$ cat src/fes_pkg.sv
// fes_pkg: command codes, status bit positions and timing for the flash sequencer host
`default_nettype none
package fes_pkg;
  // ***************************************************
  // command codes written on the data bus
  // ***************************************************
  localparam logic [7:0] CMD_CHIP_ERASE_SETUP = 8'h30;
  localparam logic [7:0] CMD_CONFIRM = 8'hD0;
  localparam logic [7:0] CMD_PROG_SETUP = 8'h40;
  localparam logic [7:0] CMD_PROG_SETUP_ALT = 8'h10;
  localparam logic [7:0] CMD_BUF_SETUP = 8'hE8;
  localparam logic [7:0] CMD_ERASE_SUSPEND = 8'hB0;
  localparam logic [7:0] CMD_ERASE_RESUME = 8'hD0;
  localparam logic [7:0] CMD_READ_STATUS = 8'h70;
  localparam logic [7:0] CMD_CLEAR_STATUS = 8'h50;
  localparam logic [7:0] CMD_READ_ARRAY = 8'hFF;
  // ***************************************************
  // status and extended status bit positions
  // ***************************************************
  localparam int SR_READY = 7;
  localparam int SR_ESUSP = 6;
  localparam int SR_ERASE_ERR = 5;
  localparam int SR_WRITE_ERR = 4;
  localparam int SR_VPP_ERR = 3;
  localparam int SR_LOCK_ERR = 1;
  localparam int XSR_BUF_AVAIL = 7;
  // ***************************************************
  // buffer limits and bus timing
  // ***************************************************
  localparam logic [4:0] MAX_CNT_BYTE = 5'h1F;
  localparam logic [4:0] MAX_CNT_WORD = 5'h0F;
  localparam int WE_LOW_NS = 50;
  localparam int CLK_NS = 10;
  localparam int WE_LOW_CYC = (WE_LOW_NS + CLK_NS - 1) / CLK_NS;
  localparam logic [15:0] ERASED_WORD = 16'hFFFF;
  // ***************************************************
  // operations and bus states
  // ***************************************************
  typedef enum logic [2:0] {
    FES_OP_CHIP_ERASE = 3'h0,
    FES_OP_PROGRAM = 3'h1,
    FES_OP_BUFFERED = 3'h2,
    FES_OP_SUSPEND = 3'h3,
    FES_OP_RESUME = 3'h4,
    FES_OP_CLEAR = 3'h5,
    FES_OP_READ = 3'h6
  } fes_op_t;
  typedef enum logic [1:0] {
    FES_BUS_IDLE = 2'b00,
    FES_BUS_LOW = 2'b01,
    FES_BUS_HIGH = 2'b11,
    FES_BUS_READ = 2'b10
  } fes_bus_t;
endpackage : fes_pkg
`default_nettype wire

$ cat src/fes_bus_cycle.sv
// fes_bus_cycle: one flash bus write or read cycle with strobe timing
`default_nettype none
module fes_bus_cycle
  import fes_pkg::*;
#(
  parameter int AW = 21
) (
  // clock, reset and enable
  input wire logic clk_i,
  input wire logic rst_n_i,
  input wire logic en_i,
  // request
  input wire logic req_i,
  input wire logic wr_i,
  input wire logic [AW-1:0] addr_i,
  input wire logic [15:0] wdata_i,
  output logic done_o,
  output logic [15:0] rdata_o,
  // flash pins
  output logic [AW-1:0] addr_o,
  input wire logic [15:0] dq_i,
  output logic [15:0] dq_o,
  output logic dq_oe_n_o,
  output logic write_strobe_n_o,
  output logic output_enable_n_o
);
  fes_bus_t st_q;
  logic [3:0] cnt_q;
  wire logic cnt_done = (cnt_q == 4'(WE_LOW_CYC - 1));

  always_ff @(posedge clk_i) begin
    if (!rst_n_i) begin
      st_q <= FES_BUS_IDLE;
      cnt_q <= 4'h0;
      done_o <= 1'b0;
      rdata_o <= 16'h0000;
      addr_o <= '0;
      dq_o <= 16'h0000;
      dq_oe_n_o <= 1'b1;
      write_strobe_n_o <= 1'b1;
      output_enable_n_o <= 1'b1;
    end else if (en_i) begin
      done_o <= 1'b0;
      case (st_q)
        FES_BUS_IDLE: begin
          cnt_q <= 4'h0;
          if (req_i) begin
            addr_o <= addr_i;
            dq_o <= wdata_i;
            dq_oe_n_o <= !wr_i;
            write_strobe_n_o <= !wr_i;
            output_enable_n_o <= wr_i;
            st_q <= wr_i ? FES_BUS_LOW : FES_BUS_READ;
          end
        end
        FES_BUS_LOW: begin
          cnt_q <= cnt_q + 4'h1;
          // address and data latch on the rising strobe edge
          if (cnt_done) begin
            write_strobe_n_o <= 1'b1;
            st_q <= FES_BUS_HIGH;
          end
        end
        FES_BUS_HIGH: begin
          // hold data one cycle past the rising edge
          dq_oe_n_o <= 1'b1;
          done_o <= 1'b1;
          st_q <= FES_BUS_IDLE;
        end
        FES_BUS_READ: begin
          cnt_q <= cnt_q + 4'h1;
          if (cnt_done) begin
            rdata_o <= dq_i;
            output_enable_n_o <= 1'b1;
            done_o <= 1'b1;
            st_q <= FES_BUS_IDLE;
          end
        end
        default: st_q <= FES_BUS_IDLE;
      endcase
    end
  end

  a_strobe_width: assert property (@(posedge clk_i) disable iff (!rst_n_i)
    en_i && $fell(write_strobe_n_o) |-> !write_strobe_n_o[*4])
    else $error("write strobe low phase too short");
  a_data_held: assert property (@(posedge clk_i) disable iff (!rst_n_i)
    $rose(write_strobe_n_o) |-> !dq_oe_n_o)
    else $error("data released before strobe rise");
endmodule : fes_bus_cycle
`default_nettype wire

$ cat src/fes_host.sv
// fes_host: host controller sequencing erase, program and suspend commands on a NOR flash
//
// Functional notes
// - chip erase is setup then confirm D0; device walks blocks 0 to 31.
// - word program is setup 40 or 10, then address and data cycle.
// - buffered setup E8 with address; retry until buffer available reads one.
// - next write is count minus one, max 1F byte or 0F word.
// - data from start address within count, then confirm D0 starts copy.
// - during suspend only reads, programs elsewhere, status and resume valid; the host does not track suspend and accepts any command after it.
`default_nettype none
module fes_host
  import fes_pkg::*;
#(
  parameter int AW = 21,
  parameter int BUF_WORDS = 32
) (
  // clock, reset, enable
  input wire logic clk_i,
  input wire logic rst_n_i,
  input wire logic en_i,
  // user command port
  input wire logic cmd_valid_i,
  input wire fes_op_t cmd_op_i,
  input wire logic [AW-1:0] cmd_addr_i,
  input wire logic [15:0] cmd_data_i,
  input wire logic [4:0] cmd_count_i,
  input wire logic byte_mode_i,
  output logic cmd_ready_o,
  output logic done_o,
  output logic [7:0] status_o,
  output logic [15:0] rdata_o,
  output logic error_o,
  // buffered data supply
  output logic buf_data_req_o,
  input wire logic [15:0] buf_data_i,
  // flash pins
  output logic [AW-1:0] flash_addr_o,
  input wire logic [15:0] flash_dq_i,
  output logic [15:0] flash_dq_o,
  output logic flash_dq_oe_n_o,
  output logic flash_write_strobe_n_o,
  output logic flash_output_enable_n_o,
  input wire logic status_output_pin_i
);
  // ***************************************************
  // sequencer states
  // ***************************************************
  typedef enum logic [3:0] {
    S_IDLE = 4'b0000,
    S_CMD1 = 4'b0001,
    S_CMD2 = 4'b0011,
    S_XSR = 4'b0010,
    S_COUNT = 4'b0110,
    S_DATA = 4'b0111,
    S_CONF = 4'b0101,
    S_POLL = 4'b0100,
    S_DONE = 4'b1100
  } fes_st_t;

  fes_st_t st_q;
  fes_op_t op_q;
  logic [AW-1:0] addr_q;
  logic [15:0] data_q;
  logic [4:0] cnt_q;
  // one bit wider than the count so a full byte-mode buffer can finish
  logic [5:0] idx_q;
  logic bus_req_q;
  logic bus_wr_q;
  logic [AW-1:0] bus_addr_q;
  logic [15:0] bus_wdata_q;
  logic bus_done;
  logic [15:0] bus_rdata;
  logic bus_busy_q;

  function automatic logic err_any(input logic [7:0] s);
    err_any = s[SR_ERASE_ERR] | s[SR_WRITE_ERR] | s[SR_VPP_ERR] | s[SR_LOCK_ERR];
  endfunction

  wire logic [4:0] cnt_max = byte_mode_i ? MAX_CNT_BYTE : MAX_CNT_WORD;
  wire logic [4:0] cnt_clip = (cmd_count_i > cnt_max) ? cnt_max : cmd_count_i;
  wire logic [7:0] rd8 = bus_rdata[7:0];
  wire logic issue = bus_req_q && !bus_busy_q;
  wire logic start = cmd_valid_i && cmd_ready_o;
  wire logic is_buf = (op_q == FES_OP_BUFFERED);
  wire logic [5:0] n_words = {1'b0, cnt_q} + 6'h01;
  wire logic last_data = (idx_q == n_words);
  // resume, clear and suspend return to the sequencer's idle state after one status read, ready or not
  wire logic one_cycle_op = (op_q == FES_OP_RESUME) || (op_q == FES_OP_CLEAR) ||
    (op_q == FES_OP_SUSPEND);
  // decoded from the request itself: the bus engine takes the word one edge after start
  wire logic [7:0] first_cmd =
    (cmd_op_i == FES_OP_CHIP_ERASE) ? CMD_CHIP_ERASE_SETUP :
    (cmd_op_i == FES_OP_PROGRAM) ? CMD_PROG_SETUP :
    (cmd_op_i == FES_OP_BUFFERED) ? CMD_BUF_SETUP :
    (cmd_op_i == FES_OP_SUSPEND) ? CMD_ERASE_SUSPEND :
    (cmd_op_i == FES_OP_RESUME) ? CMD_ERASE_RESUME :
    (cmd_op_i == FES_OP_CLEAR) ? CMD_CLEAR_STATUS : CMD_READ_ARRAY;

  // ***************************************************
  // bus cycle engine
  // ***************************************************
  fes_bus_cycle #(.AW(AW)) u_bus (
    .clk_i(clk_i),
    .rst_n_i(rst_n_i),
    .en_i(en_i),
    .req_i(issue),
    .wr_i(bus_wr_q),
    .addr_i(bus_addr_q),
    .wdata_i(bus_wdata_q),
    .done_o(bus_done),
    .rdata_o(bus_rdata),
    .addr_o(flash_addr_o),
    .dq_i(flash_dq_i),
    .dq_o(flash_dq_o),
    .dq_oe_n_o(flash_dq_oe_n_o),
    .write_strobe_n_o(flash_write_strobe_n_o),
    .output_enable_n_o(flash_output_enable_n_o)
  );

  // ***************************************************
  // command sequencer
  // ***************************************************
  task automatic bus(input logic wr, input logic [AW-1:0] a, input logic [15:0] d);
    bus_req_q <= 1'b1;
    bus_wr_q <= wr;
    bus_addr_q <= a;
    bus_wdata_q <= d;
  endtask

  always_ff @(posedge clk_i) begin
    if (!rst_n_i) begin
      st_q <= S_IDLE;
      op_q <= FES_OP_READ;
      addr_q <= '0;
      data_q <= 16'h0000;
      cnt_q <= 5'h00;
      idx_q <= 6'h00;
      bus_req_q <= 1'b0;
      bus_wr_q <= 1'b0;
      bus_addr_q <= '0;
      bus_wdata_q <= 16'h0000;
      bus_busy_q <= 1'b0;
      cmd_ready_o <= 1'b1;
      done_o <= 1'b0;
      status_o <= 8'h00;
      rdata_o <= 16'h0000;
      error_o <= 1'b0;
      buf_data_req_o <= 1'b0;
    end else if (en_i) begin
      done_o <= 1'b0;
      buf_data_req_o <= 1'b0;
      if (issue) begin
        bus_req_q <= 1'b0;
        bus_busy_q <= 1'b1;
      end
      if (bus_done) begin
        bus_busy_q <= 1'b0;
      end
      case (st_q)
        S_IDLE: begin
          if (start) begin
            op_q <= cmd_op_i;
            addr_q <= cmd_addr_i;
            data_q <= cmd_data_i;
            cnt_q <= cnt_clip;
            idx_q <= 6'h00;
            cmd_ready_o <= 1'b0;
            st_q <= S_CMD1;
            bus(1'b1, cmd_addr_i, {8'h00, first_cmd});
          end
        end
        S_CMD1: begin
          if (bus_done) begin
            if (op_q == FES_OP_READ) begin
              bus(1'b0, addr_q, 16'h0000);
              st_q <= S_DONE;
            end else if (op_q == FES_OP_CHIP_ERASE) begin
              bus(1'b1, addr_q, {8'h00, CMD_CONFIRM});
              st_q <= S_CMD2;
            end else if (op_q == FES_OP_PROGRAM) begin
              bus(1'b1, addr_q, data_q);
              st_q <= S_CMD2;
            end else if (is_buf) begin
              bus(1'b0, addr_q, 16'h0000);
              st_q <= S_XSR;
            end else begin
              bus(1'b0, addr_q, 16'h0000);
              st_q <= one_cycle_op ? S_POLL : S_DONE;
            end
          end
        end
        S_CMD2: begin
          if (bus_done) begin
            bus(1'b0, addr_q, 16'h0000);
            st_q <= S_POLL;
          end
        end
        S_XSR: begin
          if (bus_done) begin
            // buffer unavailable: the setup was ignored, write it again
            if (rd8[XSR_BUF_AVAIL]) begin
              bus(1'b1, addr_q, {11'h000, cnt_q});
              st_q <= S_COUNT;
            end else begin
              bus(1'b1, addr_q, {8'h00, CMD_BUF_SETUP});
              st_q <= S_CMD1;
            end
          end
        end
        S_COUNT: begin
          if (bus_done) begin
            buf_data_req_o <= 1'b1;
            st_q <= S_DATA;
          end
        end
        S_DATA: begin
          // consecutive addresses from start keep within start plus count
          if (!bus_req_q && !bus_busy_q && !buf_data_req_o && idx_q < n_words) begin
            bus(1'b1, addr_q + AW'(idx_q), buf_data_i);
            idx_q <= idx_q + 6'h01;
          end
          if (bus_done) begin
            if (last_data) begin
              bus(1'b1, addr_q, {8'h00, CMD_CONFIRM});
              st_q <= S_CONF;
            end else begin
              buf_data_req_o <= 1'b1;
            end
          end
        end
        S_CONF: begin
          if (bus_done) begin
            bus(1'b0, addr_q, 16'h0000);
            st_q <= S_POLL;
          end
        end
        S_POLL: begin
          if (bus_done) begin
            status_o <= rd8;
            // ready, or a suspend, resume or clear command, ends the wait
            if (rd8[SR_READY] || one_cycle_op) begin
              error_o <= err_any(rd8);
              done_o <= 1'b1;
              cmd_ready_o <= 1'b1;
              st_q <= S_IDLE;
            end else begin
              bus(1'b0, addr_q, 16'h0000);
            end
          end
        end
        S_DONE: begin
          if (bus_done) begin
            rdata_o <= bus_rdata;
            done_o <= 1'b1;
            cmd_ready_o <= 1'b1;
            st_q <= S_IDLE;
          end
        end
        default: st_q <= S_IDLE;
      endcase
    end
  end

  a_count_limit: assert property (@(posedge clk_i) disable iff (!rst_n_i)
    st_q == S_COUNT |-> cnt_q <= MAX_CNT_BYTE)
    else $error("buffer count above limit");
  a_done_ready: assert property (@(posedge clk_i) disable iff (!rst_n_i)
    done_o |-> cmd_ready_o)
    else $error("done without ready");
  a_poll_exit: assert property (@(posedge clk_i) disable iff (!rst_n_i)
    en_i && st_q == S_POLL && bus_done && rd8[SR_READY] |=> done_o)
    else $error("ready status did not end the poll");
  a_conf_after: assert property (@(posedge clk_i) disable iff (!rst_n_i)
    en_i && st_q == S_DATA && bus_done && last_data |=> st_q == S_CONF)
    else $error("confirm did not follow last data");
  a_xsr_retry: assert property (@(posedge clk_i) disable iff (!rst_n_i)
    en_i && st_q == S_XSR && bus_done && !rd8[XSR_BUF_AVAIL] |=> st_q == S_CMD1)
    else $error("setup not repeated");
  a_err_flag: assert property (@(posedge clk_i) disable iff (!rst_n_i)
    $rose(done_o) && st_q == S_IDLE && $past(st_q) == S_POLL |->
      error_o == err_any(status_o))
    else $error("error flag mismatch");
  c_chip_erase: cover property (@(posedge clk_i) done_o && op_q == FES_OP_CHIP_ERASE);
  c_buffered: cover property (@(posedge clk_i) done_o && op_q == FES_OP_BUFFERED);
  c_suspend: cover property (@(posedge clk_i) done_o && op_q == FES_OP_SUSPEND);
endmodule : fes_host
`default_nettype wire

$ cat config.mk
export PLATFORM = sky130hd
export DESIGN_NAME = fes_host
export DESIGN_NICKNAME = d
export VERILOG_FILES = /design/src/fes_pkg.sv /design/src/fes_bus_cycle.sv /design/src/fes_host.sv
export SDC_FILE = /design/constraint.sdc
export NUM_CORES = 1
export LEC_CHECK = 0
export BUFFER_PORTS_ARGS = -buffer_cell sky130_fd_sc_hd__clkbuf_2
export CAP_MARGIN = 5
export CORE_ASPECT_RATIO = 0.8
export CORE_MARGIN = 2
export CORE_UTILIZATION = 57
export DETAILED_ROUTE_END_ITERATION = 6
export PLACE_DENSITY = 0.78
export REMOVE_ABC_BUFFERS = 1
export SLEW_MARGIN = 20
export SYNTH_ARGS = -nofsm -noshare
export SYNTH_HDL_FRONTEND = slang
export SYNTH_SLANG_ARGS = --single-unit
$ cat constraint.sdc
create_clock -name clk_i -period 3.5 [get_ports clk_i]
set_input_delay 0.7 -clock clk_i [delete_from_list [all_inputs] [get_ports clk_i]]
set_output_delay 0.7 -clock clk_i [all_outputs]
set_load 0.02 [all_outputs]
# Yosys cells after proc, flatten, opt, wreduce, memory -nomap -nowiden

Cells that the tools add are included.

Bitwise logic cells: 3
Order comparisons: 2
Mux-type cells: 99
Equality and inequality tests: 40
$add $sub $neg: 4
Reduce and logical (&&, ||, !) cells: 45

Operators by type and width:

| cell               | count |
|---|---|
| $mux 16            | 12 |
| $mux 21            | 7 |
| $pmux 16 s6        | 1 |
| $pmux 21 s4        | 1 |
| $mux 4             | 15 |
| $mux 8             | 7 |
| $mux 1             | 34 |
| $pmux 4 s8         | 1 |
| $add 21x6->21      | 1 |
| $eq 4x3->1 const B | 5 |
| $ne 2x1->1 const B | 10 |
| $reduce_and 4->1   | 5 |
| $reduce_and 3->1   | 6 |
| $eq 3x3->1 const B | 5 |
| $eq 3x2->1 const B | 4 |
| $mux 6             | 2 |
| $ne 2x2->1 const B | 6 |
| $pmux 1 s2         | 6 |
| $pmux 6 s2         | 1 |
| $reduce_and 6->1   | 2 |
| $reduce_bool 2->1  | 6 |
| $reduce_and 11->1  | 1 |
| $mux 5             | 2 |
| $eq 4x2->1 const B | 2 |
| 32 further kinds   | 51 |

Output and inout bits: 68
Input port bits: 83
Word-level logic and storage cells: 219
Register bits after elaboration: 186

# Longest topological paths before layout

Depth in word-level cells: 10
Mapped depth: 12
Gate-level depth less buffers: 10

# Hierarchy

A second synthesis with hierarchy kept.

Cells, all modules: 1126
Area total of the unflattened synthesis: 9131.3 um^2

Modules (own cells, without submodules):

| module        | area an instance (um^2) | cells an instance | times used | seq. area each (um^2) |
|---|---|---|---|---|
| fes_host      | 6513.7                  | 822               | 1          | 2462.4 |
| fes_bus_cycle | 2617.5                  | 304               | 1          | 1261.2 |

# Worst setup path before layout

No wires, ideal clock.

Path type: register to register
From: register cnt_q[0]
To: register bus_wdata_q[7]
Data required time: 3.372 ns
Setup time: 0.128 ns
Period minus slack after synthesis: 2.489 ns
Stages on the path, launching flop included: 12
Buffers on the path: 1
Path slack: 1.011 ns
Arrival time: 2.361 ns
Path through: dfxtp_1 ha_1 nand3_1 xor2_1 ha_1 and4_1 o21ai_2 and3_1 buf_4 a311o_1 a221oi_1 nor2_1

Cells in the longest elaborated chain, start to end: 7
Elaborated cells between the ends (all ways): 8
Those cells by class: add/sub: 1; order compare: 1; eq/ne: 1; mux: 4; reduce/logical: 1

RTL lines:

| what                     | line            | text |
|---|---|---|
| start: declaration       | fes_host.sv:64  | `logic [4:0] cnt_q;` |
| start signal: assignment | fes_host.sv:165 | `cnt_q <= cnt_clip;` |
| $add 5x1->6 *            | fes_host.sv:85  | `wire logic [5:0] n_words = {1'b0, cnt_q} + 6'h01;` |
| $lt 6x6->1               | fes_host.sv:218 | `if (!bus_req_q && !bus_busy_q && !buf_data_req_o && idx_q < n_words) begin` |
| $logic_and 1x1->1        | fes_host.sv:218 |  |
| $mux 16                  | fes_host.sv:218 |  |
| $mux 16                  | fes_host.sv:223 | `if (last_data) begin` |
| $mux 16 *                | fes_host.sv:222 | `if (bus_done) begin` |
| $pmux 16 s6 *            | fes_host.sv:159 | `case (st_q)` |
| end signal: assignment   | fes_host.sv:141 | `bus_wdata_q <= 16'h0000;` |
| end: declaration         | fes_host.sv:70  | `logic [15:0] bus_wdata_q;` |

Mark *: on every way between the ends. The rest lies on a longest branch, timed or not.
A chain may end at the register's enable or synchronous reset.

# Worst setup path after layout

From: register cnt_q[1]
To: register bus_addr_q[13]

Cells in the longest elaborated chain, start to end: 7
Elaborated cells between the ends (all ways): 8
Those cells by class: add/sub: 1; order compare: 1; eq/ne: 1; mux: 4; reduce/logical: 1

RTL lines:

| what                   | line            | text |
|---|---|---|
| $add 5x1->6 *          | fes_host.sv:85  |  |
| $lt 6x6->1             | fes_host.sv:218 |  |
| $logic_and 1x1->1      | fes_host.sv:218 |  |
| $mux 21                | fes_host.sv:218 |  |
| $mux 21                | fes_host.sv:223 |  |
| $mux 21 *              | fes_host.sv:222 |  |
| $pmux 21 s4 *          | fes_host.sv:159 |  |
| end signal: assignment | fes_host.sv:140 | `bus_addr_q <= '0;` |
| end: declaration       | fes_host.sv:69  | `logic [AW-1:0] bus_addr_q;` |

Marked as above.

==> qor.yml <==
post-cts-setup-buffers: 0
cp_common_cell: "sky130_fd_sc_hd__ha_1"
gp_routability_congestion: 0.984
cpMaxStageDelayCell: "sky130_fd_sc_hd__and3_1"
postCtsResizedCells: 0
ff_latch_area_um2: 3720
power.combinational.fraction_pct: 19.6
cts_max_level: 4
seqPwrFrac_pct: 45.4
crit-reg2reg-launch: "cnt_q[1]$_SDFFE_PN0P_"
worstHoldEndpoint: "u_bus.addr_o[11]$_SDFFE_PN0P_"
drt_pass1_iterations: 5
fmax_mhz: 322
n_fill_cell: 1360
die_h_um: 117
final_net_count: 1372
yosys.area.top_type: "sky130_fd_sc_hd__dfxtp_1"
worstSetupStartpointType: "flip-flop"
synth-warning-count: 0
portBuffers: 149
synth_seq_cells: 186
multi_input_comb_area_um2: 4930
grt.total_usage_pct: 29.8
critPathMaxFanout: 13
power_report.internal_total_mw: 3.65
switching_share_pct: 30.7
drive_above_1_share_pct: 18.6
slew_headroom_pct: 48.4
hold_buffers: 0
slew_violations: 0
initial_utilization_pct: 58.0
clk-insertion-delay-late_ps: 440
drt-vias-per-instance: 5.86
antenna_left: 0
critical_path_required_ps: 3870
hold_worst_slack_ps: 452
syn_avg_cell_area_um2: 7.93
drv_cap: 0
grt_setup_unrepaired: "no"
timing.hold.worst_path_depth: 2
synth_top_flop_cell: "sky130_fd_sc_hd__dfxtp_1"
netSwitchingPower_mw: 1.61
clock_sinks: 186
timing.critical_path.cells: "ha_1, nand3_1, xor2_1, ha_1, and4_1, o21ai_2, and3_1, buf_4, nor3_1, a2111o_1, a21oi_1"
antennaDiodeCount: 0
critical_path.max_stage_delay_ps: 600
clock_slew_at_the_register_clock_pins_of_the_worst_setup_and_hold_paths_ps: 70
cp-end-kind: "flip-flop"
ff2ff_path_depth: 11
route.detailed.drc: 0
die_x_um: 145
setup_total_negative_slack_ps: 0
synth.yosys.seq_area_share_pct: 41.1
post_synth_instance_area_um2: 9070
synth_cells: 1143
worst_ep_arrival_time_ps: 3480
ios: 151
status: "finished, final reports clean"
final_cycle_share_pct: 88.7
fin_crit_ps: 3110
mostFrequentLayoutCell: "sky130_fd_sc_hd__nand2_1"
grt_start_max_net_pins: 93
routed_wire_length_per_instance_um: 17.0
cts_root_buf: "sky130_fd_sc_hd__clkbuf_16"
final-hold-violation-count: 0
layout_common_cells: "sky130_fd_sc_hd__nand2_1 (259), sky130_fd_sc_hd__dfxtp_1 (186), sky130_fd_sc_hd__a21oi_1 (162)"
fin_worst_skew_ps: 10.5
fraction_of_registers_with_async_set_or_reset_after_synthesis_pct: 0
route.vias.total: 8764
critical_path_class: "flip-flop to flip-flop"
antenna_found_initial: 0
first_global_vias: 7784
floorplan.die_area_um2: 16900
std_cell_rows: 41
timing.rr.end: "bus_addr_q[13]$_SDFFE_PN0P_"
grt_first_pass_wirelength_mm: 40.6
clock_tree_from_tritoncts: "done"
dpl.hpwl_mm: 17.4
post-synth-top-area-fraction_pct: 41.1
power_leakage_nw: 4.17
power_frac_clock_pct: 35.1
clock_path_buffers: 2
cts_buffers: 17
area_growth_pct: 16.4
tightestPinTransition_ps: 771
worst-path-buf-inv: 1
yosysUniqueCellTypes: 84
pwr_density_cell_nw_per_um2: 498
ys_top_cells_by_area: "sky130_fd_sc_hd__dfxtp_1 (41%), sky130_fd_sc_hd__nand2_1 (11%), sky130_fd_sc_hd__a21oi_1 (8.9%), sky130_fd_sc_hd__nor2_1 (3.3%), sky130_fd_sc_hd__mux2i_1 (3.1%)"
drt_iter0_markers: 865
totalWireLength_mm: 25.4
worstHoldStart: "u_bus.addr_o[11]$_SDFFE_PN0P_"
fp.coreArea_um2: 15600
grt-ovfl-total: 0
holdCritPathClass: "flip-flop to flip-flop"
peakVddDrop_mv: 0.313
synth_edf_count: 0
final_core_utilization_pct: 67.4
report.final.setup_viol: 0
critPathTopFamily: "simple AND/OR/NAND/NOR gates"
r2r_slack_ps: 390
worst max path at each step:
stage	from	endpoint	slack [ps]	depth (start not counted)
after floorplan	cnt_q[0]$_SDFFE_PN0P_	bus_addr_q[14]$_SDFFE_PN0P_	380	10
after global placement	cnt_q[1]$_SDFFE_PN0P_	bus_addr_q[4]$_SDFFE_PN0P_	550	11
after detailed placement	cnt_q[1]$_SDFFE_PN0P_	bus_addr_q[13]$_SDFFE_PN0P_	490	11
after CTS	cnt_q[1]$_SDFFE_PN0P_	bus_addr_q[13]$_SDFFE_PN0P_	480	11
after global routing	cnt_q[1]$_SDFFE_PN0P_	bus_addr_q[0]$_SDFFE_PN0P_	240	11
final	cnt_q[1]$_SDFFE_PN0P_	bus_addr_q[13]$_SDFFE_PN0P_	390	11
cells by family (layout without fill, tap and decap cells):
group | count (synthesis) | in the layout | share of synthesized area (%)
DFF | 186 | 186 | 41.1
AOI/OAI and AO/OA | 337 | 337 | 23.6
and+or+nand+nor | 458 | 458 | 22.7
xor gates and xnor gates | 12 | 12 | 1.16
muxes | 32 | 32 | 3.59
buffers and inverters | 96 | 233 | 4.75
adders and majority gates | 22 | 22 | 3.12
power groups by stage:
stage          sequential [mW]  clock (mW)  combinational (mW)
3_3_place_gp              2.42           0               0.988
3_5_place_dp              2.43           0                1.01
4_1_cts                   2.38        1.86                1.01
5_1_grt                   2.41        1.95                1.12
2_1_floorplan             2.40           0               0.639
6_report                  2.39        1.84                1.03
synth_stat cells, drive strengths merged (8+ instances only):
master / instances
mux2i: 28
a31oi: 10
nand3: 27
nor2: 82
nand4: 13
a221oi: 12
a22o: 12
nand2b: 8
buf: 33
nand2: 261
and2: 9
inv: 21
a21o: 8
clkbuf: 41
xnor2: 8
o21ai: 49
dfxtp: 186
o211ai: 10
ha: 21
o22a: 9
a22oi: 10
nor3: 19
a21oi: 163
metrics by stage:
stage | worst slack (ps) | area, um2 | std cells | power [mW]
after floorplan | 381 | 8720 | 1069 | 3.04
after global placement | 550 | 9990 | 1463 | 3.41
after detailed placement | 491 | 9990 | 1463 | 3.43
after CTS | 477 | 10600 | 1495 | 5.26
after global routing | 236 | 10600 | 1495 | 5.47
final | 395 | 10600 | 1495 | 5.26
registers in the layout (all words and copies together), names as in the netlist, 6 cells and up:
register,flops
addr_q,21
bus_addr_q,21
u_bus.addr_o,21
bus_wdata_q,16
data_q,16
rdata_o,16
u_bus.dq_o,16
u_bus.rdata_o,16
status_o,8
idx_q,6
tightest hold or removal path: stages (launching register included):
cell	delay, ps
sky130_fd_sc_hd__dfxtp_1	310
sky130_fd_sc_hd__nand2_1	50
sky130_fd_sc_hd__a21oi_1	50
per-layer routing:
metal  routed length (um)  share of wire (%)  GRT usage (%)  vias to the layer above
met5                    0                  0              0                        -
met4                  398                1.6           9.37                        0
met3                 2200                8.6           6.24                       42
met2                11100                 44           46.0                      361
met1                11700                 46           42.2                     4066
li1                     -                  -              -                     4295
cell type report:
type | instances | share of cell area, %
multi-input cells | 861 | 46.7
clock buffers | 24 | 4.75
inverters | 22 | 0.806
well taps | 215 | 2.55
flip-flops and latches | 186 | 35.3
repair buffers | 179 | 9.32
clock inverters | 8 | 0.569
Power figures use the tool's default switching activity.
